==> src/wwc_pkg.sv <==
// Package with register map, field layout, reset values and timing of the watchdog block
package wwc_pkg;

    // Register byte addresses on the Wishbone slave
    localparam logic [7:0] ADDR_CTRL = 8'h00;
    localparam logic [7:0] ADDR_RCF = 8'h04;
    localparam logic [7:0] ADDR_WAKE_EN = 8'h08;
    localparam logic [7:0] ADDR_STAT = 8'h0c;
    localparam logic [7:0] ADDR_IST = 8'h10;
    localparam logic [7:0] ADDR_IMASK = 8'h14;

    // watchdog_control layout and values
    localparam int KEY_MSB = 7;
    localparam int KEY_LSB = 3;
    localparam int SEL_MSB = 2;
    localparam logic [4:0] KEY_EN = 5'h0a;
    localparam logic [4:0] KEY_DIS = 5'h15;
    localparam logic [7:0] CTRL_RST = 8'h53;

    // Bit positions in reset_cause_flags, status and interrupt registers
    localparam int RCF_WRF_BIT = 0;
    localparam int STAT_TO_BIT = 0;
    localparam int STAT_PD_BIT = 1;
    localparam int STAT_HALT_BIT = 2;
    localparam int IRQ_TO_BIT = 0;
    localparam int IRQ_KEY_BIT = 1;
    localparam int IRQ_WAKE_BIT = 2;
    localparam int IRQ_W = 3;

    // Widths
    localparam int CNT_W = 18;
    localparam int PA_W = 8;
    localparam int INT_W = 8;
    localparam int SRST_W = 8;

    // Timing: soft reset delay in ns and its cycle count, rounded up
    localparam int CLK_PERIOD_NS = 100;
    localparam int SRESET_NS = 20000;
    localparam int SRESET_CYC = (SRESET_NS + CLK_PERIOD_NS - 1) / CLK_PERIOD_NS;
    localparam logic [SRST_W-1:0] SRST_LAST = SRST_W'(SRESET_CYC - 1);

    typedef enum logic [0:0] {
        WWC_RUN = 1'b0,
        WWC_HALT = 1'b1
    } wwc_pwr_t;

    // A key other than the two valid ones
    function automatic logic key_invalid(input logic [4:0] key);
        key_invalid = (key != KEY_EN) && (key != KEY_DIS);
    endfunction

    // Time-out exponent for each select code
    function automatic logic [4:0] tmo_exp(input logic [2:0] sel);
        case (sel)
            3'h0: tmo_exp = 5'h08;
            3'h1: tmo_exp = 5'h0a;
            3'h2: tmo_exp = 5'h0c;
            3'h3: tmo_exp = 5'h0e;
            3'h4: tmo_exp = 5'h0f;
            3'h5: tmo_exp = 5'h10;
            3'h6: tmo_exp = 5'h11;
            default: tmo_exp = 5'h12;
        endcase
    endfunction

    // True when the next increment first sets the selected bit (carry for 2^18)
    function automatic logic wdt_ovf(input logic [CNT_W-1:0] cnt, input logic [2:0] sel);
        logic [CNT_W:0] sum;
        logic [CNT_W:0] cur;
        sum = {1'b0, cnt} + {{CNT_W{1'b0}}, 1'b1};
        cur = {1'b0, cnt};
        wdt_ovf = sum[tmo_exp(sel)] && !cur[tmo_exp(sel)];
    endfunction

endpackage

==> src/wwc_watchdog_wake.sv <==
// Watchdog timer with keyed enable, delayed soft reset and power-down wake-up control
//
// Our own choices: register access over Wishbone and the register addresses.
`timescale 1ns/1ps
`default_nettype none

// Notes on behaviour
// - Counter advances only on rising edges of the low-speed oscillator input.
// - Select codes 0..7 give 2^8,10,12,14,15,16,17,18 oscillator periods.
// - Key 01010 enables the watchdog, key 10101 disables it.
// - Any other key value causes a full reset after the soft reset delay.
// - After power-on the key enables and the select code is 011.
// - Invalid-key reset sets a sticky flag cleared only by software writing zero.
// - Overflow while running resets the device and sets the time-out flag.
// - Overflow while halted sets time-out flag, resets only PC and stack pointer.
// - Invalid key write, clear instruction or sleep entry clears the counter.
// - Sleep entry sets power-down flag; power-up or clear instruction clears it.
// - Halted device wakes on Port A falling edge, interrupt or overflow.
// - Per-pin Port A wake enable; pin wake resumes after the halt.
// - Disabled interrupt or full stack resumes after halt; interrupt stays pending.
// - Enabled interrupt with stack room performs normal interrupt entry on wake.
// - Interrupt already requested before halt cannot wake the device.
// - Sleep entry clears the counter; it counts on only if enabled.
// - Sleep entry clears the time-out flag as the power-down flag is set.
module wwc_watchdog_wake
    import wwc_pkg::*;
(
    input wire logic clk_i,
    input wire logic rst_i,
    input wire logic wb_cyc_i,
    input wire logic wb_stb_i,
    input wire logic wb_we_i,
    input wire logic [7:0] wb_adr_i,
    input wire logic [3:0] wb_sel_i,
    input wire logic [31:0] wb_dat_i,
    output logic [31:0] wb_dat_o,
    output logic wb_ack_o,
    input wire logic low_speed_osc_i,
    input wire logic wdt_clear_i,
    input wire logic sleep_entry_i,
    input wire logic [PA_W-1:0] porta_i,
    input wire logic [INT_W-1:0] int_req_i,
    input wire logic [INT_W-1:0] int_en_i,
    input wire logic stack_full_i,
    output logic device_reset_o,
    output logic pc_sp_reset_o,
    output logic wake_o,
    output logic resume_next_o,
    output logic int_entry_o,
    output logic [INT_W-1:0] int_hold_o,
    output logic halted_o,
    output logic irq_o
);

    logic wb_ack_q;
    logic [31:0] wb_dat_q;
    logic [7:0] ctrl_q;
    logic [PA_W-1:0] wake_en_q;
    logic [IRQ_W-1:0] ist_q;
    logic [IRQ_W-1:0] imask_q;
    logic [SRST_W-1:0] srst_cnt_q;
    logic [CNT_W-1:0] cnt_q;
    logic lso_q;
    logic to_q;
    logic pd_q;
    logic wrf_q;
    logic dev_rst_q;
    logic pcsp_q;
    logic wake_q;
    logic resume_q;
    logic int_entry_q;
    logic [INT_W-1:0] hold_q;
    logic [INT_W-1:0] blk_q;
    logic [PA_W-1:0] pa_q;
    wwc_pwr_t pwr_q;

    logic wb_acc;
    logic wb_wr;
    logic wr_ctrl;
    logic new_key_bad;
    logic key_bad;
    logic wdt_en;
    logic lso_tick;
    logic ovf_w;
    logic key_fire;
    logic halted;
    logic sleep_go;
    logic pa_wake;
    logic [INT_W-1:0] int_new;
    logic int_wake;
    logic int_ok;
    logic wake_go;
    logic [INT_W-1:0] hold_set;
    logic [IRQ_W-1:0] ist_set;
    logic [IRQ_W-1:0] ist_clr;
    logic [31:0] rd_data;

    // Wishbone decode: one access per request, answered one cycle later
    assign wb_acc = wb_cyc_i && wb_stb_i && !wb_ack_q;
    assign wb_wr = wb_acc && wb_we_i && wb_sel_i[0];
    assign wr_ctrl = wb_wr && (wb_adr_i == ADDR_CTRL);
    assign new_key_bad = wr_ctrl && key_invalid(wb_dat_i[KEY_MSB:KEY_LSB]);

    assign key_bad = key_invalid(ctrl_q[KEY_MSB:KEY_LSB]);
    assign wdt_en = ctrl_q[KEY_MSB:KEY_LSB] == KEY_EN;
    assign lso_tick = low_speed_osc_i && !lso_q;
    assign ovf_w = lso_tick && wdt_en && wdt_ovf(cnt_q, ctrl_q[SEL_MSB:0]);
    assign key_fire = key_bad && (srst_cnt_q == SRST_LAST) && !dev_rst_q;
    assign halted = pwr_q == WWC_HALT;
    assign sleep_go = sleep_entry_i && !halted;

    // Wake sources, with requests pending at halt entry masked off
    assign pa_wake = |(pa_q & ~porta_i & wake_en_q);
    assign int_new = int_req_i & ~blk_q;
    assign int_wake = |int_new;
    assign int_ok = (|(int_new & int_en_i)) && !stack_full_i;
    assign wake_go = halted && (pa_wake || int_wake || ovf_w);
    assign hold_set = (wake_go && !ovf_w) ? (int_new & ~(int_en_i & {INT_W{~stack_full_i}}))
                                          : {INT_W{1'b0}};

    assign ist_set = {wake_go, key_fire, ovf_w};
    assign ist_clr = (wb_wr && (wb_adr_i == ADDR_IST)) ? wb_dat_i[IRQ_W-1:0] : {IRQ_W{1'b0}};

    always_comb begin
        case (wb_adr_i)
            ADDR_CTRL: rd_data = {24'h000000, ctrl_q};
            ADDR_RCF: rd_data = {31'h00000000, wrf_q};
            ADDR_WAKE_EN: rd_data = {24'h000000, wake_en_q};
            ADDR_STAT: rd_data = {29'h00000000, halted, pd_q, to_q};
            ADDR_IST: rd_data = {29'h00000000, ist_q};
            ADDR_IMASK: rd_data = {29'h00000000, imask_q};
            default: rd_data = 32'h00000000;
        endcase
    end

    always_ff @(posedge clk_i) begin
        if (rst_i) begin
            wb_ack_q <= 1'b0;
            wb_dat_q <= 32'h00000000;
        end else begin
            wb_ack_q <= wb_acc;
            if (wb_acc && !wb_we_i) begin
                wb_dat_q <= rd_data;
            end
        end
    end

    // watchdog_control: power-on value, restored by every full reset
    always_ff @(posedge clk_i) begin
        if (rst_i || dev_rst_q) begin
            ctrl_q <= CTRL_RST;
        end else if (wr_ctrl) begin
            ctrl_q <= wb_dat_i[7:0];
        end
    end

    always_ff @(posedge clk_i) begin
        if (rst_i) begin
            wake_en_q <= {PA_W{1'b0}};
            imask_q <= {IRQ_W{1'b0}};
        end else if (wb_wr && (wb_adr_i == ADDR_WAKE_EN)) begin
            wake_en_q <= wb_dat_i[PA_W-1:0];
        end else if (wb_wr && (wb_adr_i == ADDR_IMASK)) begin
            imask_q <= wb_dat_i[IRQ_W-1:0];
        end
    end

    // Soft reset delay runs while the key is invalid; a valid key cancels it
    always_ff @(posedge clk_i) begin
        if (rst_i || dev_rst_q || !key_bad) begin
            srst_cnt_q <= {SRST_W{1'b0}};
        end else if (srst_cnt_q != SRST_LAST) begin
            srst_cnt_q <= srst_cnt_q + {{(SRST_W-1){1'b0}}, 1'b1};
        end
    end

    always_ff @(posedge clk_i) begin
        if (rst_i) begin
            lso_q <= 1'b0;
        end else begin
            lso_q <= low_speed_osc_i;
        end
    end

    // Watchdog counter
    always_ff @(posedge clk_i) begin
        if (rst_i || dev_rst_q || wdt_clear_i || sleep_go || new_key_bad || ovf_w) begin
            cnt_q <= {CNT_W{1'b0}};
        end else if (lso_tick && wdt_en) begin
            cnt_q <= cnt_q + {{(CNT_W-1){1'b0}}, 1'b1};
        end
    end

    // Time-out and power-down flags; a setting event wins over a clear
    always_ff @(posedge clk_i) begin
        if (rst_i) begin
            to_q <= 1'b0;
        end else if (ovf_w) begin
            to_q <= 1'b1;
        end else if (sleep_go) begin
            to_q <= 1'b0;
        end
    end

    always_ff @(posedge clk_i) begin
        if (rst_i) begin
            pd_q <= 1'b0;
        end else if (sleep_go) begin
            pd_q <= 1'b1;
        end else if (wdt_clear_i) begin
            pd_q <= 1'b0;
        end
    end

    always_ff @(posedge clk_i) begin
        if (rst_i) begin
            wrf_q <= 1'b0;
        end else if (key_fire) begin
            wrf_q <= 1'b1;
        end else if (wb_wr && (wb_adr_i == ADDR_RCF) && !wb_dat_i[RCF_WRF_BIT]) begin
            wrf_q <= 1'b0;
        end
    end

    // Full reset request and partial PC/stack reset
    always_ff @(posedge clk_i) begin
        if (rst_i) begin
            dev_rst_q <= 1'b0;
            pcsp_q <= 1'b0;
        end else begin
            dev_rst_q <= key_fire || (ovf_w && !halted);
            pcsp_q <= ovf_w && halted;
        end
    end

    // Power state
    always_ff @(posedge clk_i) begin
        if (rst_i) begin
            pwr_q <= WWC_RUN;
        end else begin
            case (pwr_q)
                WWC_RUN: begin
                    if (sleep_go && !dev_rst_q) begin
                        pwr_q <= WWC_HALT;
                    end
                end
                WWC_HALT: begin
                    if (wake_go || dev_rst_q) begin
                        pwr_q <= WWC_RUN;
                    end
                end
                default: pwr_q <= WWC_RUN;
            endcase
        end
    end

    always_ff @(posedge clk_i) begin
        if (rst_i) begin
            blk_q <= {INT_W{1'b0}};
            pa_q <= {PA_W{1'b0}};
        end else begin
            pa_q <= porta_i;
            if (sleep_go) begin
                blk_q <= int_req_i;
            end
        end
    end

    // Wake outcome: overflow, then interrupt entry, else resume after halt
    always_ff @(posedge clk_i) begin
        if (rst_i) begin
            wake_q <= 1'b0;
            int_entry_q <= 1'b0;
            resume_q <= 1'b0;
        end else begin
            wake_q <= wake_go;
            int_entry_q <= wake_go && !ovf_w && int_ok;
            resume_q <= wake_go && !ovf_w && !int_ok;
        end
    end

    // Pending hold per interrupt line, released once it can be serviced
    always_ff @(posedge clk_i) begin
        if (rst_i) begin
            hold_q <= {INT_W{1'b0}};
        end else begin
            hold_q <= (hold_q & ~(int_en_i & {INT_W{~stack_full_i}})) | hold_set;
        end
    end

    always_ff @(posedge clk_i) begin
        if (rst_i) begin
            ist_q <= {IRQ_W{1'b0}};
        end else begin
            ist_q <= (ist_q & ~ist_clr) | ist_set;
        end
    end

    assign wb_ack_o = wb_ack_q;
    assign wb_dat_o = wb_dat_q;
    assign device_reset_o = dev_rst_q;
    assign pc_sp_reset_o = pcsp_q;
    assign wake_o = wake_q;
    assign resume_next_o = resume_q;
    assign int_entry_o = int_entry_q;
    assign int_hold_o = hold_q;
    assign halted_o = halted;
    assign irq_o = |(ist_q & imask_q);

    srst_delay_a: assert property (@(posedge clk_i) disable iff (rst_i)
        (key_bad && srst_cnt_q == SRST_LAST && !dev_rst_q) |=> device_reset_o && wrf_q)
        else $error("invalid key did not reset after delay");

    wrf_sticky_a: assert property (@(posedge clk_i) disable iff (rst_i)
        (wrf_q && !(wb_wr && wb_adr_i == ADDR_RCF)) |=> wrf_q)
        else $error("reset flag cleared by hardware");

    run_ovf_a: assert property (@(posedge clk_i) disable iff (rst_i)
        (ovf_w && !halted) |=> device_reset_o && to_q && !pc_sp_reset_o)
        else $error("overflow while running did not reset");

    halt_ovf_a: assert property (@(posedge clk_i) disable iff (rst_i)
        (ovf_w && halted) |=> pc_sp_reset_o && !device_reset_o && to_q && wake_o)
        else $error("overflow while halted handled wrongly");

    sleep_entry_a: assert property (@(posedge clk_i) disable iff (rst_i)
        (sleep_go && !ovf_w && !dev_rst_q) |=> pd_q && !to_q && cnt_q == '0 && halted)
        else $error("sleep entry flags wrong");

    clear_instr_a: assert property (@(posedge clk_i) disable iff (rst_i)
        (wdt_clear_i && !sleep_go) |=> !pd_q && cnt_q == '0)
        else $error("clear instruction did not clear");

    disabled_stop_a: assert property (@(posedge clk_i) disable iff (rst_i)
        !wdt_en |=> ($stable(cnt_q) || cnt_q == '0) && !$past(ovf_w))
        else $error("disabled watchdog counted");

    blocked_wake_a: assert property (@(posedge clk_i) disable iff (rst_i)
        (halted && int_new == '0 && !pa_wake && !ovf_w) |=> !wake_o)
        else $error("device woke without a fresh source");

    int_entry_a: assert property (@(posedge clk_i) disable iff (rst_i)
        (wake_go && !ovf_w && int_ok) |=> int_entry_o && !resume_next_o ##1 !int_entry_o)
        else $error("interrupt entry not taken");

    disabled_quiet_a: assert property (@(posedge clk_i) disable iff (rst_i)
        (ctrl_q[KEY_MSB:KEY_LSB] == KEY_DIS) |=> !device_reset_o && !pc_sp_reset_o)
        else $error("disabled watchdog raised a reset");

    reset_ctrl_a: assert property (@(posedge clk_i) disable iff (rst_i)
        device_reset_o |=> ctrl_q == CTRL_RST)
        else $error("control not restored after full reset");

    key_clear_a: assert property (@(posedge clk_i) disable iff (rst_i)
        new_key_bad |=> cnt_q == '0)
        else $error("invalid key write did not clear counter");

    osc_only_a: assert property (@(posedge clk_i) disable iff (rst_i)
        !lso_tick |=> ($stable(cnt_q) || cnt_q == '0))
        else $error("counter moved without an oscillator edge");

    wake_exit_a: assert property (@(posedge clk_i) disable iff (rst_i)
        wake_go |=> wake_o && !halted_o)
        else $error("wake source did not end the halt");

    pin_wake_a: assert property (@(posedge clk_i) disable iff (rst_i)
        (halted && pa_wake && !ovf_w && int_new == '0) |=> resume_next_o && !int_entry_o)
        else $error("pin wake did not resume after halt");

    held_int_a: assert property (@(posedge clk_i) disable iff (rst_i)
        (wake_go && !ovf_w && !int_ok && int_wake) |=> resume_next_o && int_hold_o != '0)
        else $error("unserviceable wake interrupt not held");

endmodule // wwc_watchdog_wake

`default_nettype wire

==> config.mk <==
export PLATFORM = sky130hd
export DESIGN_NAME = wwc_watchdog_wake
export DESIGN_NICKNAME = d
export VERILOG_FILES = /design/src/wwc_pkg.sv /design/src/wwc_watchdog_wake.sv
export SDC_FILE = /design/constraint.sdc
export NUM_CORES = 1
export LEC_CHECK = 0
export BUFFER_PORTS_ARGS = -buffer_cell sky130_fd_sc_hd__buf_2
export CORE_ASPECT_RATIO = 1.1
export CORE_MARGIN = 1.5
export CORE_UTILIZATION = 52
export DETAILED_ROUTE_END_ITERATION = 6
export PLACE_DENSITY = 0.8
export SYNTH_ARGS = -nofsm -noshare
export SYNTH_HDL_FRONTEND = slang
export SYNTH_SLANG_ARGS = --single-unit
==> constraint.sdc <==
create_clock -name clk_i -period 2.7 [get_ports clk_i]
set_input_delay 0.54 -clock clk_i [delete_from_list [all_inputs] [get_ports clk_i]]
set_output_delay 0.54 -clock clk_i [all_outputs]
set_load 0.01 [all_outputs]
== Yosys cells after proc, flatten, opt, wreduce, memory -nomap -nowiden ==
Index checks and enable logic that the tools add are counted.
Word-level totals
  logic and storage cells: 138
  flip-flop bits (word level): 115
Operators by class
  $lt $le $gt $ge: 1
  bitwise logic cells: 18
  reduce and logical (&&, ||, !) cells: 60
  equal/unequal tests: 18
  add/sub/neg operators: 3
  multiplexer cells: 17
Operator list (count)
  $and 8x8->8: 7
  $pmux 8 s6: 1
  $pmux 5 s7: 1
  $logic_and 1x1->1: 29
  $not 8->8: 3
  $reduce_or 8->1: 3
  $add 18x1->19 const B: 1
  $add 18x1->18 const B: 1
  $eq 8x4->1 const B: 2
  $eq 8x5->1 const B: 2
  $logic_not 1->1: 11
  $bmux 1 s5: 2
  $logic_or 1x1->1: 10
  $mux 1: 10
  $ne 5x4->1 const B: 2
  $ne 5x5->1 const B: 2
  $eq 3x3->1 const B: 3
  $add 8x1->8 const B: 1
  $eq 8x3->1 const B: 1
  $eq 8x8->1 const B: 1
  $logic_not 8->1: 1
  $mux 8: 1
  $ne 8x8->1 const B: 1
  $or 8x8->8: 1
  other kinds (14): 20

== Longest topological paths before layout ==
Gate-level depths: netlist of the first run.
  word-level depth: 12
  depth in mapped cells: 9
  mapped depth without buffers: 7

== Worst setup path before layout of the first run ==
No wires, ideal clock.
  kind: input to register
  start point: in wb_cyc_i
  end point: reg cnt_q[10]
  cell stages on the path: 8
  slack: 0.167 ns
  library setup time: 0.116 ns
  path buffers: 2
  arrival: 2.418 ns
  cell sequence: nand2_1 or4_1 or4_1 clkbuf_1 a211oi_1 nor4_1 clkbuf_1 and3_1
On the way
  cells in the longest elaborated chain, start to end: 8
Ends and longest elaborated chain
  start, declared: RTL line wwc_watchdog_wake.sv:30  | input wire logic wb_cyc_i,
  $logic_and 1x1->1 (2 in a row): RTL line wwc_watchdog_wake.sv:99  | assign wb_acc = wb_cyc_i && wb_stb_i && !wb_ack_q;
  $logic_and 1x1->1 (2 in a row): RTL line wwc_watchdog_wake.sv:100  | assign wb_wr = wb_acc && wb_we_i && wb_sel_i[0];
  $logic_and 1x1->1: RTL line wwc_watchdog_wake.sv:101  | assign wr_ctrl = wb_wr && (wb_adr_i == ADDR_CTRL);
  $logic_and 1x1->1: RTL line wwc_watchdog_wake.sv:102  | assign new_key_bad = wr_ctrl && key_invalid(wb_dat_i[KEY_MSB:KEY_LSB]);
  $logic_or 1x1->1 (2 in a row): RTL line wwc_watchdog_wake.sv:187  | if (rst_i || dev_rst_q || wdt_clear_i || sleep_go || new_key_bad || ovf_w) begin
  end signal, assigned: RTL line wwc_watchdog_wake.sv:188  | cnt_q <= {CNT_W{1'b0}};
  end signal, assigned: RTL line wwc_watchdog_wake.sv:190  | cnt_q <= cnt_q + {{(CNT_W-1){1'b0}}, 1'b1};
  end, declared: RTL line wwc_watchdog_wake.sv:62  | logic [CNT_W-1:0] cnt_q;
No other way between the ends.
A chain may end at the register's enable or synchronous reset.

== Worst setup path after layout of the first run ==
  start point: reg cnt_q[8]
  end point: reg cnt_q[11]
On the way
  cells in the longest elaborated chain, start to end: 6
Ends and longest elaborated chain
  $add 18x1->19 / $bmux 1 s5 (equally long branches): RTL line wwc_pkg.sv:70, wwc_pkg.sv:72
  $bmux 1 s5 / $mux 1 (equally long branches): RTL line wwc_pkg.sv:72  | wdt_ovf = sum[tmo_exp(sel)] && !cur[tmo_exp(sel)];
  $mux 1 (not written as such) / $logic_not 1->1 (equally long branches): RTL line wwc_pkg.sv:72
  $logic_and 1x1->1: RTL line wwc_pkg.sv:72
  $logic_and 1x1->1: RTL line wwc_watchdog_wake.sv:107  | assign ovf_w = lso_tick && wdt_en && wdt_ovf(cnt_q, ctrl_q[SEL_MSB:0]);
  $logic_or 1x1->1: RTL line wwc_watchdog_wake.sv:187
Several ways; a longest one is shown, not always the timed one. The select of a mux whose other input is x is not followed.

==> results of run 1 <==
metal layers:
layer | share of wire (%) | vias to the layer above | track usage [%]
met5 | 0 | - | 0
met4 | 1.8 | 0 | 8.173
met3 | 5.0 | 19 | 4.827
met2 | 50 | 121 | 38.92
met1 | 43 | 1857 | 28.16
li1 | - | 1925 | -
through the flow:
stage               cell area [sq um]  worst slack [ns]
floorplan                        4581            0.1667
global placement                 4886            0.1826
CTS                              5087            0.1725
detailed placement               4886            0.1397
global route                     5095          0.005549
finish                           5095            0.1697
power by group:
group          leakage (nW)  total (W)  switching, W  internal, W
clock                0.0950   0.000945      0.000505     0.000440
sequential            0.739    0.00138     0.0000148      0.00137
combinational          1.44   0.000211      0.000127    0.0000836
worst max-delay path, stage by stage (launching register included):
cell and delay (ns):
sky130_fd_sc_hd__dfxtp_1 0.48, sky130_fd_sc_hd__nand4_4 0.12, sky130_fd_sc_hd__or4_4 0.57, sky130_fd_sc_hd__or4b_1 0.48, sky130_fd_sc_hd__and3_1 0.28, sky130_fd_sc_hd__a31o_4 0.32, sky130_fd_sc_hd__and3_1 0.17
flip-flops by register name (all words and copies together) (netlist names), 3 cells and up:
| name | count |
|---|---|
| wake_en_q | 8 |
| ctrl_q | 8 |
| int_hold_o | 8 |
| blk_q | 8 |
| imask_q | 3 |
| srst_cnt_q | 8 |
| cnt_q | 18 |
| ist_q | 3 |
| pa_q | 8 |
| wb_dat_o | 8 |
layout make-up:
type | count | area (sq um)
clock buffers | 10 | 127.6
clock inverters | 6 | 73.82
fillers | 738 | 3269
inverters | 14 | 52.55
multi-input cells | 386 | 2402
flip-flops and latches | 91 | 1822
well taps | 111 | 138.9
repair buffers | 88 | 478.0
worst max-delay path by stage:
stage | end | slack, ns | cells after the start
5_1_grt | int_hold_o[0] | 0.006 | 6
6_report | cnt_q[11] | 0.17 | 6
3_3_place_gp | cnt_q[16] | 0.18 | 7
2_1_floorplan | cnt_q[10] | 0.17 | 8
4_1_cts | cnt_q[15] | 0.17 | 6
3_5_place_dp | cnt_q[16] | 0.14 | 8
timing repair:
action | CTS | global route
setup endpoints to repair | 0 | 5
gates resized for setup | 0 | 0
hold buffers | 0 | 0
buffers inserted | 0 | 1
cell families (layout without fill, tap and decap cells):
family          after synthesis  count (layout)  synth area share (%)
xor+xnor                     25              25                 4.872
buf+inv                      65             118                 7.934
other cells                   1              24               0.08344
fa+ha+maj                     2               2                0.5567
flops                        91              91                 40.53
mux                          32              32                 7.322
compound gates               82              82                 11.72
simple gates                221             221                 26.98
layout by cell type, fill, tap and decap left out, types with 10 or more instances in the layout:
cell type                   n
sky130_fd_sc_hd__conb_1    24
sky130_fd_sc_hd__o21ai_0   13
sky130_fd_sc_hd__nand3b_1  12
sky130_fd_sc_hd__inv_1     14
sky130_fd_sc_hd__buf_4     15
sky130_fd_sc_hd__nor2_1    47
sky130_fd_sc_hd__nor3_1    11
sky130_fd_sc_hd__a21oi_1   29
sky130_fd_sc_hd__xnor2_1   10
sky130_fd_sc_hd__nand3_1   14
sky130_fd_sc_hd__dfxtp_1   91
sky130_fd_sc_hd__nor2b_1   19
sky130_fd_sc_hd__a22oi_1   11
sky130_fd_sc_hd__mux2i_1   25
sky130_fd_sc_hd__buf_2     73
sky130_fd_sc_hd__and3_1    24
sky130_fd_sc_hd__xor2_1    15
sky130_fd_sc_hd__nand2_1   43
==> metrics.cfg, run 1 <==
[critical_path]
critical_path.startpoint_type=flop
crit_fanout=21
r2r.worst_path.cells=6
worstReg2RegEnd=cnt_q[11]
timing.reg2reg.setup_slack_ns=0.17
worst_ep_required_ns=2.95
setup.worst_path.class=reg2reg
critical_path_arrival_ns=2.78
timing.critical_path.to_type=flop
timing.critical_path.from=cnt_q[8]
crit-reg2reg-launch=cnt_q[8]

[floorplan]
placement_rows=35
initial_utilization_pct=53.73
die-width_um=91.64
num_io_pins=125
fp.dieH_um=100.5
placeableCoreArea_sq_mm=0.008364
design.die.area_sq_mm=0.009210

[yosys]
share_of_synthesized_registers_carrying_an_async_set_or_reset_pct=0
synth.distinct_cells=55
synth.largest_area_cell=sky130_fd_sc_hd__dfxtp_1
ys.flop_type=sky130_fd_sc_hd__dfxtp_1
synth_top_area_share_pct=40.53
synth_enable_flop_cells=0
netlist_instances=519
synth_top_cells_by_count=91 x sky130_fd_sc_hd__dfxtp_1, 47 x sky130_fd_sc_hd__nor2_1, 43 x sky130_fd_sc_hd__nand2_1, 29 x sky130_fd_sc_hd__a21oi_1, 25 x sky130_fd_sc_hd__mux2i_1
post_synth.cell_area_avg_sq_um=8.660
synth.yosys.warnings=0
synth_area_leaders=sky130_fd_sc_hd__dfxtp_1 41%, sky130_fd_sc_hd__mux2i_1 5.6%, sky130_fd_sc_hd__buf_4 4.0%
yosys_register_bits=91
synthMostInstantiatedCell=sky130_fd_sc_hd__dfxtp_1
seq_area_frac_synth_pct=40.53
post_synth_instance_area_sq_mm=0.004494

[final_layout]
area.growth.synth_to_final_pct=13.36
diodes=0
design.final.nets=669
final_cell_count_no_fill=706
final_core_utilization_pct=60.91
drive_above_1_share_pct=20.67

[global_route]
grt_antenna_before_repair=0
grt-ovfl-total=0
grt_pass1_vias=3681
grt.total_usage_pct=22.69
largest_net_degree_at_the_start_of_global_routing=29
first_pass_grt_wire_length_um=16840

[run]
maxCapViolCount=0

[sta]
slew_headroom_pct=46.14
fin_worst_hold_slack_ns=0.4127
report.final.setup_viol=0
timing.clock.skew_ns=0.008328
worst-slew-pin-transition_ns=0.8006
report.final.slew_viol_count=0
unrepaired_setup_endpoints_after_global_routing=false
finalWorstPathRequiredPeriod_ns=2.530
hold_viol_final=0
fin_crit_sh_pct=93.71
max_clock_freq_mhz=395.2
fin_tns_setup_ns=0

[placed_design]
dp_hpwl_um=7593
gpl.final_weighted_congestion=0.8883
post-place-cells=689
port-buffer-count=73

[detailed_routing]
dr_total_vias=3922
routedWlPerCell_um=14.69
wl_um=10370
avgViaCountPerCell=5.555
drt.antenna.violating_nets=0
drt_first_pass_iters=4
drt_iter0_drc=181
remaining_drc_errors=0

[power_and_ir_drop]
leakage_nw=2.272
total_power_w=0.002537
power.density_cell_area_mw_per_mm2=498.0
irDropWorstVdd_uv=314.8

[clock_tree]
tritoncts.num_buffers=9
cts_max_path_buffers=2
tritoncts=built
cts.htree.levels=3
clock_slew_seen_by_the_registers_of_the_worst_setup_and_hold_paths_ns=0.09
clk_latency_ns=0.35
numClockSinks=91
clockRootBuffer=sky130_fd_sc_hd__clkbuf_8

[hold_path]
hold_path_startpoint=porta_i[6]
timing.hold.worst_endpoint=pa_q[6]
worst_hold_path.num_cells=2
hold_path_class=in2reg

[run_status]
result_of_the_run=complete, no violations

No activity file was read; power rests on OpenSTA's default activity.
==> run 2: changes to the inputs <==
- CORE_ASPECT_RATIO: 1.1 -> unset
==> run 2 against run 1 <==
- via count fell by 0.79%
- register-to-register slack better by 0.03 ns
- clock skew rose by 0.0047 ns
- core utilization grew 0.49 points
- first-iteration DRC count grew 13%
==> metrics.cfg, run 2 (same netlist as run 1, synthesis figures left out) <==
[run_status]
result_of_the_run=complete, no violations

[critical_path]
critical_path_arrival_ns=2.77  ; about the same
cpMostUsedCell=sky130_fd_sc_hd__and3_1
crit_path_max_cell_delay_ns=0.57  ; about the same
crit_fanout=21  ; unchanged
critical_path.startpoint_type=flop
worstPathCellList=nand4_4 -> or4_4 -> or4b_1 -> and3_1 -> a31o_4 -> and3_1
setup.worst_path.class=reg2reg
timing.critical_path.to_type=flop
worst_ep_required_ns=2.97  ; +0.02 ns
critPathSlowestCell=sky130_fd_sc_hd__or4_4

[final_layout]
final_core_utilization_pct=61.41  ; +0.49 points
diodes=0  ; unchanged
largest_register=cnt_q
layout.cells.most_common_list=91 x sky130_fd_sc_hd__dfxtp_1, 73 x sky130_fd_sc_hd__buf_2, 47 x sky130_fd_sc_hd__nor2_1, 43 x sky130_fd_sc_hd__nand2_1, 29 x sky130_fd_sc_hd__a21oi_1
area.growth.synth_to_final_pct=13.39  ; about the same
design.final.nets=668  ; -0.15%
drive_above_1_share_pct=20.71  ; +0.035 points
largest_reg_flops=18  ; unchanged
fillCellCount=721  ; -2.3%
layout.cells.most_common=sky130_fd_sc_hd__dfxtp_1

[placed_design]
dp_hpwl_um=7471  ; -1.6%
place_ws_ns=0.1236  ; -0.01614 ns
port-buffer-count=73  ; unchanged
gpl.final_weighted_congestion=0.9316  ; +4.9%

[sta]
report.final.setup_viol=0  ; unchanged
slew_headroom_pct=48.30  ; +2.2 points
finalWorstPathRequiredPeriod_ns=2.503  ; -0.02773 ns
layout_setup_ws_ns=0.1974  ; +0.02773 ns
unrepaired_setup_endpoints_after_global_routing=false
timing.clock.skew_ns=0.01304  ; +0.004712 ns
fin_crit_sh_pct=92.69  ; -1.0 points
fin_tns_setup_ns=0  ; unchanged
worst-slew-pin-transition_ns=0.7684  ; -0.03215 ns
max_clock_freq_mhz=399.6  ; +1.1%
hold_viol_final=0  ; unchanged
report.final.slew_viol_count=0  ; unchanged

[clock_tree]
cts_max_path_buffers=2  ; unchanged
hold_buffers=0  ; unchanged
numClockSinks=91  ; unchanged
cts.htree.levels=3  ; unchanged
tritoncts=built
clock_slew_seen_by_the_registers_of_the_worst_setup_and_hold_paths_ns=0.10  ; about the same
tritoncts.num_buffers=9  ; unchanged
clockRootBuffer=sky130_fd_sc_hd__clkbuf_8
clk_latency_ns=0.38  ; +0.03 ns
postCtsResizedCells=0  ; unchanged
cts.repair_timing.setup_buffer_count=0  ; unchanged

[detailed_routing]
wl_met1_um=4497  ; +0.16%
routed-wl-met2_um=5164  ; -0.27%
drt_iter0_drc=204  ; +13%
met3WireLength_um=446  ; -14%
dr_total_vias=3891  ; -0.79%
avgViaCountPerCell=5.567  ; +0.20%
drt.antenna.violating_nets=0  ; unchanged
drt_first_pass_iters=5  ; +1
highest-signal-layer=met4
remaining_drc_errors=0  ; unchanged
routedWlPerCell_um=14.72  ; +0.20%
wl_um=10290  ; -0.79%

[global_route]
grt.total_usage_pct=23.52  ; +0.83 points
grt_pass1_vias=3520  ; -4.4%
largest_net_degree_at_the_start_of_global_routing=56  ; +93%
grt_antenna_before_repair=0  ; unchanged
grt-ovfl-total=0  ; unchanged
first_pass_grt_wire_length_um=16800  ; -0.21%

[run]
maxCapViolCount=0  ; unchanged

[floorplan]
num_io_pins=125  ; unchanged
placeableCoreArea_sq_mm=0.008299  ; -0.78%
die-width_um=95.97  ; +4.7%
placement_rows=33  ; -5.7%
fp.dieH_um=95.97  ; -4.5%
design.die.area_sq_mm=0.009209  ; about the same
initial_utilization_pct=54.15  ; +0.42 points

[hold_path]
hold_path_class=in2reg

[power_and_ir_drop]
leakage_nw=2.280  ; +0.35%
power.density_cell_area_mw_per_mm2=507.1  ; +1.8%
irDropWorstVdd_uv=333.8  ; +6.0%

-- run 2: final timing paths --
| kind | start | end | slack (ns) | cells past startpoint |
|---|---|---|---|---|
| worst max register to register | cnt_q[8] | cnt_q[16] | 0.20 | 6 |
| worst min-delay path | porta_i[4] | pa_q[4] | 0.38 | 2 |
| worst min register to register | wb_dat_o[2] | wb_dat_o[2] | 0.45 | 2 |
| worst max-delay path | cnt_q[8] | cnt_q[16] | 0.20 | 6 |
-- run 2: routing by layer --
layer,vias up,GRT usage [%]
met2,105,39.14
li1,1929,-
met3,17,4.581
met5,-,0
met4,0,8.333
met1,1840,30.23
-- run 2: report_power, final --
part           leakage (nW)  internal [W]  total, W  switching [W]
Sequential            0.739       0.00137   0.00138      0.0000150
Clock                 0.107      0.000453  0.000995       0.000542
Combinational          1.43     0.0000818  0.000208       0.000126
-- run 2: worst max-delay path, delay by kind of cell, from the launching register on --
family | cells | cell delay (ns)
AND/OR/NAND/NOR | 5 | 1.60
flip-flops | 1 | 0.48
AO/OA/AOI/OAI | 1 | 0.32
-- run 2: final cells by class --
type                    instances  area [sq um]  share of cell area, %
clock buffers                   9         123.9                  2.431
inverters                      14         52.55                  1.031
flip-flops and latches         91          1822                  35.75
repair buffers                 87         470.5                  9.232
multi-input cells             386          2402                  47.14
clock inverters                 7         93.84                  1.841
well taps                     105         131.4                  2.578
-- run 2: stage by stage --
stage	hold WS (ns)	power (W)	area, sq um	cells
detailed placement	0.4424	0.001618	4878	683
global placement	0.4385	0.001613	4878	683
floorplan	0.4338	0.001557	4581	542
CTS	0.3692	0.002598	5096	699
global route	0.3821	0.002680	5096	699
finish	0.3753	0.002584	5096	699
==> run 3: changes to the inputs <==
- ABC_AREA: unset -> 1
- CORE_UTILIZATION: 52 -> 53
==> run 3 against run 2 <==
- final cell count grew 21%
- setup slack improved by 0.34 ns
- flip-flop and latch count unchanged
- register-to-register slack better by 0.34 ns
- wire length is 9.3% higher
- total power down 1.8%
- via count grew 13%
- critical path depth unchanged
- first-iteration DRC count increased by 0.49%
- worst hold slack gained 0.0082 ns
- clock power decreased by 7.4%
- non-clock buffer count down 8
- highest routed layer unchanged
==> metrics.cfg, run 3 <==
[run_status]
result_of_the_run=complete, no violations

[placed_design]
dp_hpwl_um=8487  ; +14%
gpl.final_weighted_congestion=0.9187  ; -1.4%
place_ws_ns=0.3248  ; +0.2012 ns
port-buffer-count=73  ; unchanged

[critical_path]
critical_path.startpoint_type=flop
cp-endpoint=cnt_q[7]
crit_fanout=18  ; -14%
critPathSlowestCell=sky130_fd_sc_hd__dfxtp_1
r2r.worst_path.cells=6  ; unchanged
timing.critical_path.to_type=flop
setup.worst_path.class=reg2reg
worst_ep_required_ns=2.98  ; about the same
timing.critical_path.from=halted_o
crit_family=simple AND/OR/NAND/NOR gates
worstPathCellList=inv_1 -> nand2_1 -> inv_1 -> nor4_4 -> nand2_4 -> a21oi_1
worst-path-buf-inv=2  ; +2
timing.reg2reg.setup_slack_ns=0.54  ; +0.34 ns
critical_path_arrival_ns=2.44  ; -0.33 ns
cpMostUsedCell=sky130_fd_sc_hd__inv_1
crit_path_max_cell_delay_ns=0.68  ; +0.11 ns
crit-reg2reg-launch=halted_o
timing.critical_path.depth=6  ; unchanged
worstReg2RegEnd=cnt_q[7]

[yosys]
post_synth.cell_area_avg_sq_um=7.333  ; -15%
dominant_combinational_cell_family_by_area_after_synthesis=simple AND/OR/NAND/NOR gates
synth_enable_flop_cells=0  ; unchanged
share_of_synthesized_registers_carrying_an_async_set_or_reset_pct=0  ; unchanged
synth.yosys.warnings=0  ; unchanged
synth_compound_gate_area_share_pct=16.44  ; +4.7 points
synth-xor-area-share_pct=1.641  ; -3.2 points
synth_top_cells_by_count=103 x sky130_fd_sc_hd__inv_1, 98 x sky130_fd_sc_hd__nand2_1, 91 x sky130_fd_sc_hd__dfxtp_1, 60 x sky130_fd_sc_hd__nor2_1, 51 x sky130_fd_sc_hd__a21oi_1
synth_mux_area_share_pct=0  ; -7.3 points
ys.flop_type=sky130_fd_sc_hd__dfxtp_1
synth_area_leaders=sky130_fd_sc_hd__dfxtp_1 38%, sky130_fd_sc_hd__inv_1 8.0%, sky130_fd_sc_hd__nand2_1 7.7%
post_synth_and_or_nand_nor_area_fraction_pct=29.17  ; +2.2 points
synth.distinct_cells=48  ; -13%
synthMostInstantiatedCell=sky130_fd_sc_hd__inv_1
synth.largest_area_cell=sky130_fd_sc_hd__dfxtp_1
synth_fa_ha_area_share_pct=0.5210  ; -0.036 points
synth_top_area_share_pct=37.93  ; -2.6 points
yosys_register_bits=91  ; unchanged
seq_area_frac_synth_pct=37.93  ; -2.6 points
post_synth_instance_area_sq_mm=0.004803  ; +6.9%
netlist_instances=655  ; +26%

[detailed_routing]
drt_iter0_drc=205  ; +0.49%
drt_first_pass_iters=4  ; -1
wl_met1_um=4996  ; +11%
routedWlPerCell_um=13.34  ; -9.4%
remaining_drc_errors=0  ; unchanged
avgViaCountPerCell=5.195  ; -6.7%
highest-signal-layer=met4
routed-wl-met2_um=5339  ; +3.4%
met3WireLength_um=687  ; +54%
dr_total_vias=4379  ; +13%
wl_um=11250  ; +9.3%
drt.antenna.violating_nets=0  ; unchanged

[power_and_ir_drop]
irDropWorstVdd_uv=302.9  ; -9.3%
clock_power_share_pct=36.3  ; -2.2 points
power.density_cell_area_mw_per_mm2=473.6  ; -6.6%
power.combinational.fraction_pct=8.9  ; +0.8 points
total_power_w=0.002539  ; -1.8%
switchingPower_w=0.0006676  ; -2.3%
leakage_nw=2.243  ; -1.6%
p_int_w=0.001871  ; -1.6%
power_switching_share_pct=26.29  ; -0.14 points
power_frac_seq_pct=54.8  ; +1.3 points

[clock_tree]
hold_buffers=0  ; unchanged
tritoncts=built
cts_max_path_buffers=2  ; unchanged
numClockSinks=91  ; unchanged
clockRootBuffer=sky130_fd_sc_hd__clkbuf_8
postCtsResizedCells=0  ; unchanged
clock_slew_seen_by_the_registers_of_the_worst_setup_and_hold_paths_ns=0.09  ; about the same
cts.htree.levels=3  ; unchanged
clk_latency_ns=0.37  ; about the same
tritoncts.num_buffers=9  ; unchanged
cts.repair_timing.setup_buffer_count=0  ; unchanged

[sta]
fin_worst_hold_slack_ns=0.3836  ; +0.008217 ns
worst-slew-pin-transition_ns=0.7063  ; -0.06219 ns
slew_headroom_pct=52.48  ; +4.2 points
timing.clock.skew_ns=0.01626  ; +0.003222 ns
unrepaired_setup_endpoints_after_global_routing=false
finalWorstPathRequiredPeriod_ns=2.160  ; -0.3426 ns
fin_crit_sh_pct=80.00  ; -13 points
max_clock_freq_mhz=463.0  ; +16%
fin_tns_setup_ns=0  ; unchanged
layout_setup_ws_ns=0.5400  ; +0.3426 ns
report.final.slew_viol_count=0  ; unchanged
report.final.setup_viol=0  ; unchanged
hold_viol_final=0  ; unchanged

[global_route]
first_pass_grt_wire_length_um=18900  ; +12%
grt-ovfl-total=0  ; unchanged
grt.total_usage_pct=24.12  ; +0.60 points
largest_net_degree_at_the_start_of_global_routing=29  ; -48%
grt_pass1_vias=4109  ; +17%
grt_antenna_before_repair=0  ; unchanged

[final_layout]
area.growth.synth_to_final_pct=11.62
largest_register=cnt_q
final_core_utilization_pct=61.18  ; -0.23 points
drive_above_1_share_pct=21.90  ; +1.2 points
layout.cells.most_common_list=103 x sky130_fd_sc_hd__inv_1, 98 x sky130_fd_sc_hd__nand2_1, 91 x sky130_fd_sc_hd__dfxtp_1, 73 x sky130_fd_sc_hd__buf_2, 60 x sky130_fd_sc_hd__nor2_1
largest_reg_flops=18  ; unchanged
layout.cells.most_common=sky130_fd_sc_hd__inv_1
fillCellCount=807  ; +12%
design.final.nets=810  ; +21%
diodes=0  ; unchanged

[floorplan]
num_io_pins=125  ; unchanged
initial_utilization_pct=54.81  ; +0.66 points
placement_rows=34  ; +3.0%
die-width_um=98.20  ; +2.3%
design.die.area_sq_mm=0.009643  ; +4.7%
fp.dieH_um=98.20  ; +2.3%
placeableCoreArea_sq_mm=0.008763  ; +5.6%

[hold_path]
hold_path_class=in2reg

[run]
maxCapViolCount=0  ; unchanged

-- run 3: cell types whose count changed in the layout (fill, tap and decap cells not counted), moves of 9 or more --
cell,previous run,this run
sky130_fd_sc_hd__o21ai_0,13,45
sky130_fd_sc_hd__nor2_1,47,60
sky130_fd_sc_hd__nand4_1,9,20
sky130_fd_sc_hd__and3_1,24,0
sky130_fd_sc_hd__nor2b_1,19,0
sky130_fd_sc_hd__inv_1,14,103
sky130_fd_sc_hd__nor2_4,0,10
sky130_fd_sc_hd__nand2_1,43,98
sky130_fd_sc_hd__nand3b_1,12,1
sky130_fd_sc_hd__nand3_1,14,34
sky130_fd_sc_hd__a21oi_1,29,51
sky130_fd_sc_hd__mux2i_1,25,0
sky130_fd_sc_hd__a22oi_1,11,0
sky130_fd_sc_hd__nand2_2,0,9
-- run 3: final cells by class --
type                       instances  area [sq um]  share of cell area, %
tap                              108         135.1                  2.520
clock buffer                       9         123.9                  2.310
timing repair buffer              79         410.4                  7.655
multi-input combinational        439          2385                  44.48
clock inverter                     6         65.06                  1.214
inverter                         111         420.4                  7.841
sequential                        91          1822                  33.98
-- run 3: power by group through the flow --
stage | registers [W] | clock network (W) | logic, W
global route | 0.00139 | 0.000990 | 0.000254
CTS | 0.00139 | 0.000937 | 0.000225
finish | 0.00139 | 0.000921 | 0.000227
detailed placement | 0.00142 | 0 | 0.000224
floorplan | 0.00142 | 0 | 0.000168
global placement | 0.00142 | 0 | 0.000219
-- run 3: worst min path at each step --
stage / from / to / slack [ns] / depth (start not counted)
after floorplan: pd_q / pd_q / 0.44 / 2
after global placement: int_hold_o[7] / int_hold_o[7] / 0.44 / 2
after detailed placement: int_hold_o[6] / int_hold_o[6] / 0.45 / 2
after CTS: porta_i[5] / pa_q[5] / 0.38 / 3
after global routing: porta_i[1] / pa_q[1] / 0.39 / 3
final: porta_i[4] / pa_q[4] / 0.38 / 3
-- run 3: per-layer routing --
metal | GRT usage [%] | up-vias
li1 | - | 2228
met1 | 32.11 | 1989
met2 | 39.52 | 142
met3 | 3.508 | 20
met4 | 9.642 | 0
met5 | 0 | -
-- run 3: logic make-up after synthesis --
kind of cell	after synthesis
adder cells (fa/ha/maj)	2
XOR/XNOR	9
other	1
AND/OR/NAND/NOR	272
flip-flops	91
AO/OA/AOI/OAI	132
buffers and inverters	148
-- run 3: worst register-to-register path: stages (launching register included) --
cell and delay (ns):
sky130_fd_sc_hd__dfxtp_1 0.68, sky130_fd_sc_hd__inv_1 0.18, sky130_fd_sc_hd__nand2_1 0.14, sky130_fd_sc_hd__inv_1 0.24
sky130_fd_sc_hd__nor4_4 0.34, sky130_fd_sc_hd__nand2_4 0.28, sky130_fd_sc_hd__a21oi_1 0.22
-- run 3: through the flow --
stage	instance area (sq um)	std cells
final	5361	843
after global routing	5361	843
after CTS	5361	843
after detailed placement	5172	828
after global placement	5172	828
after floorplan	4890	678
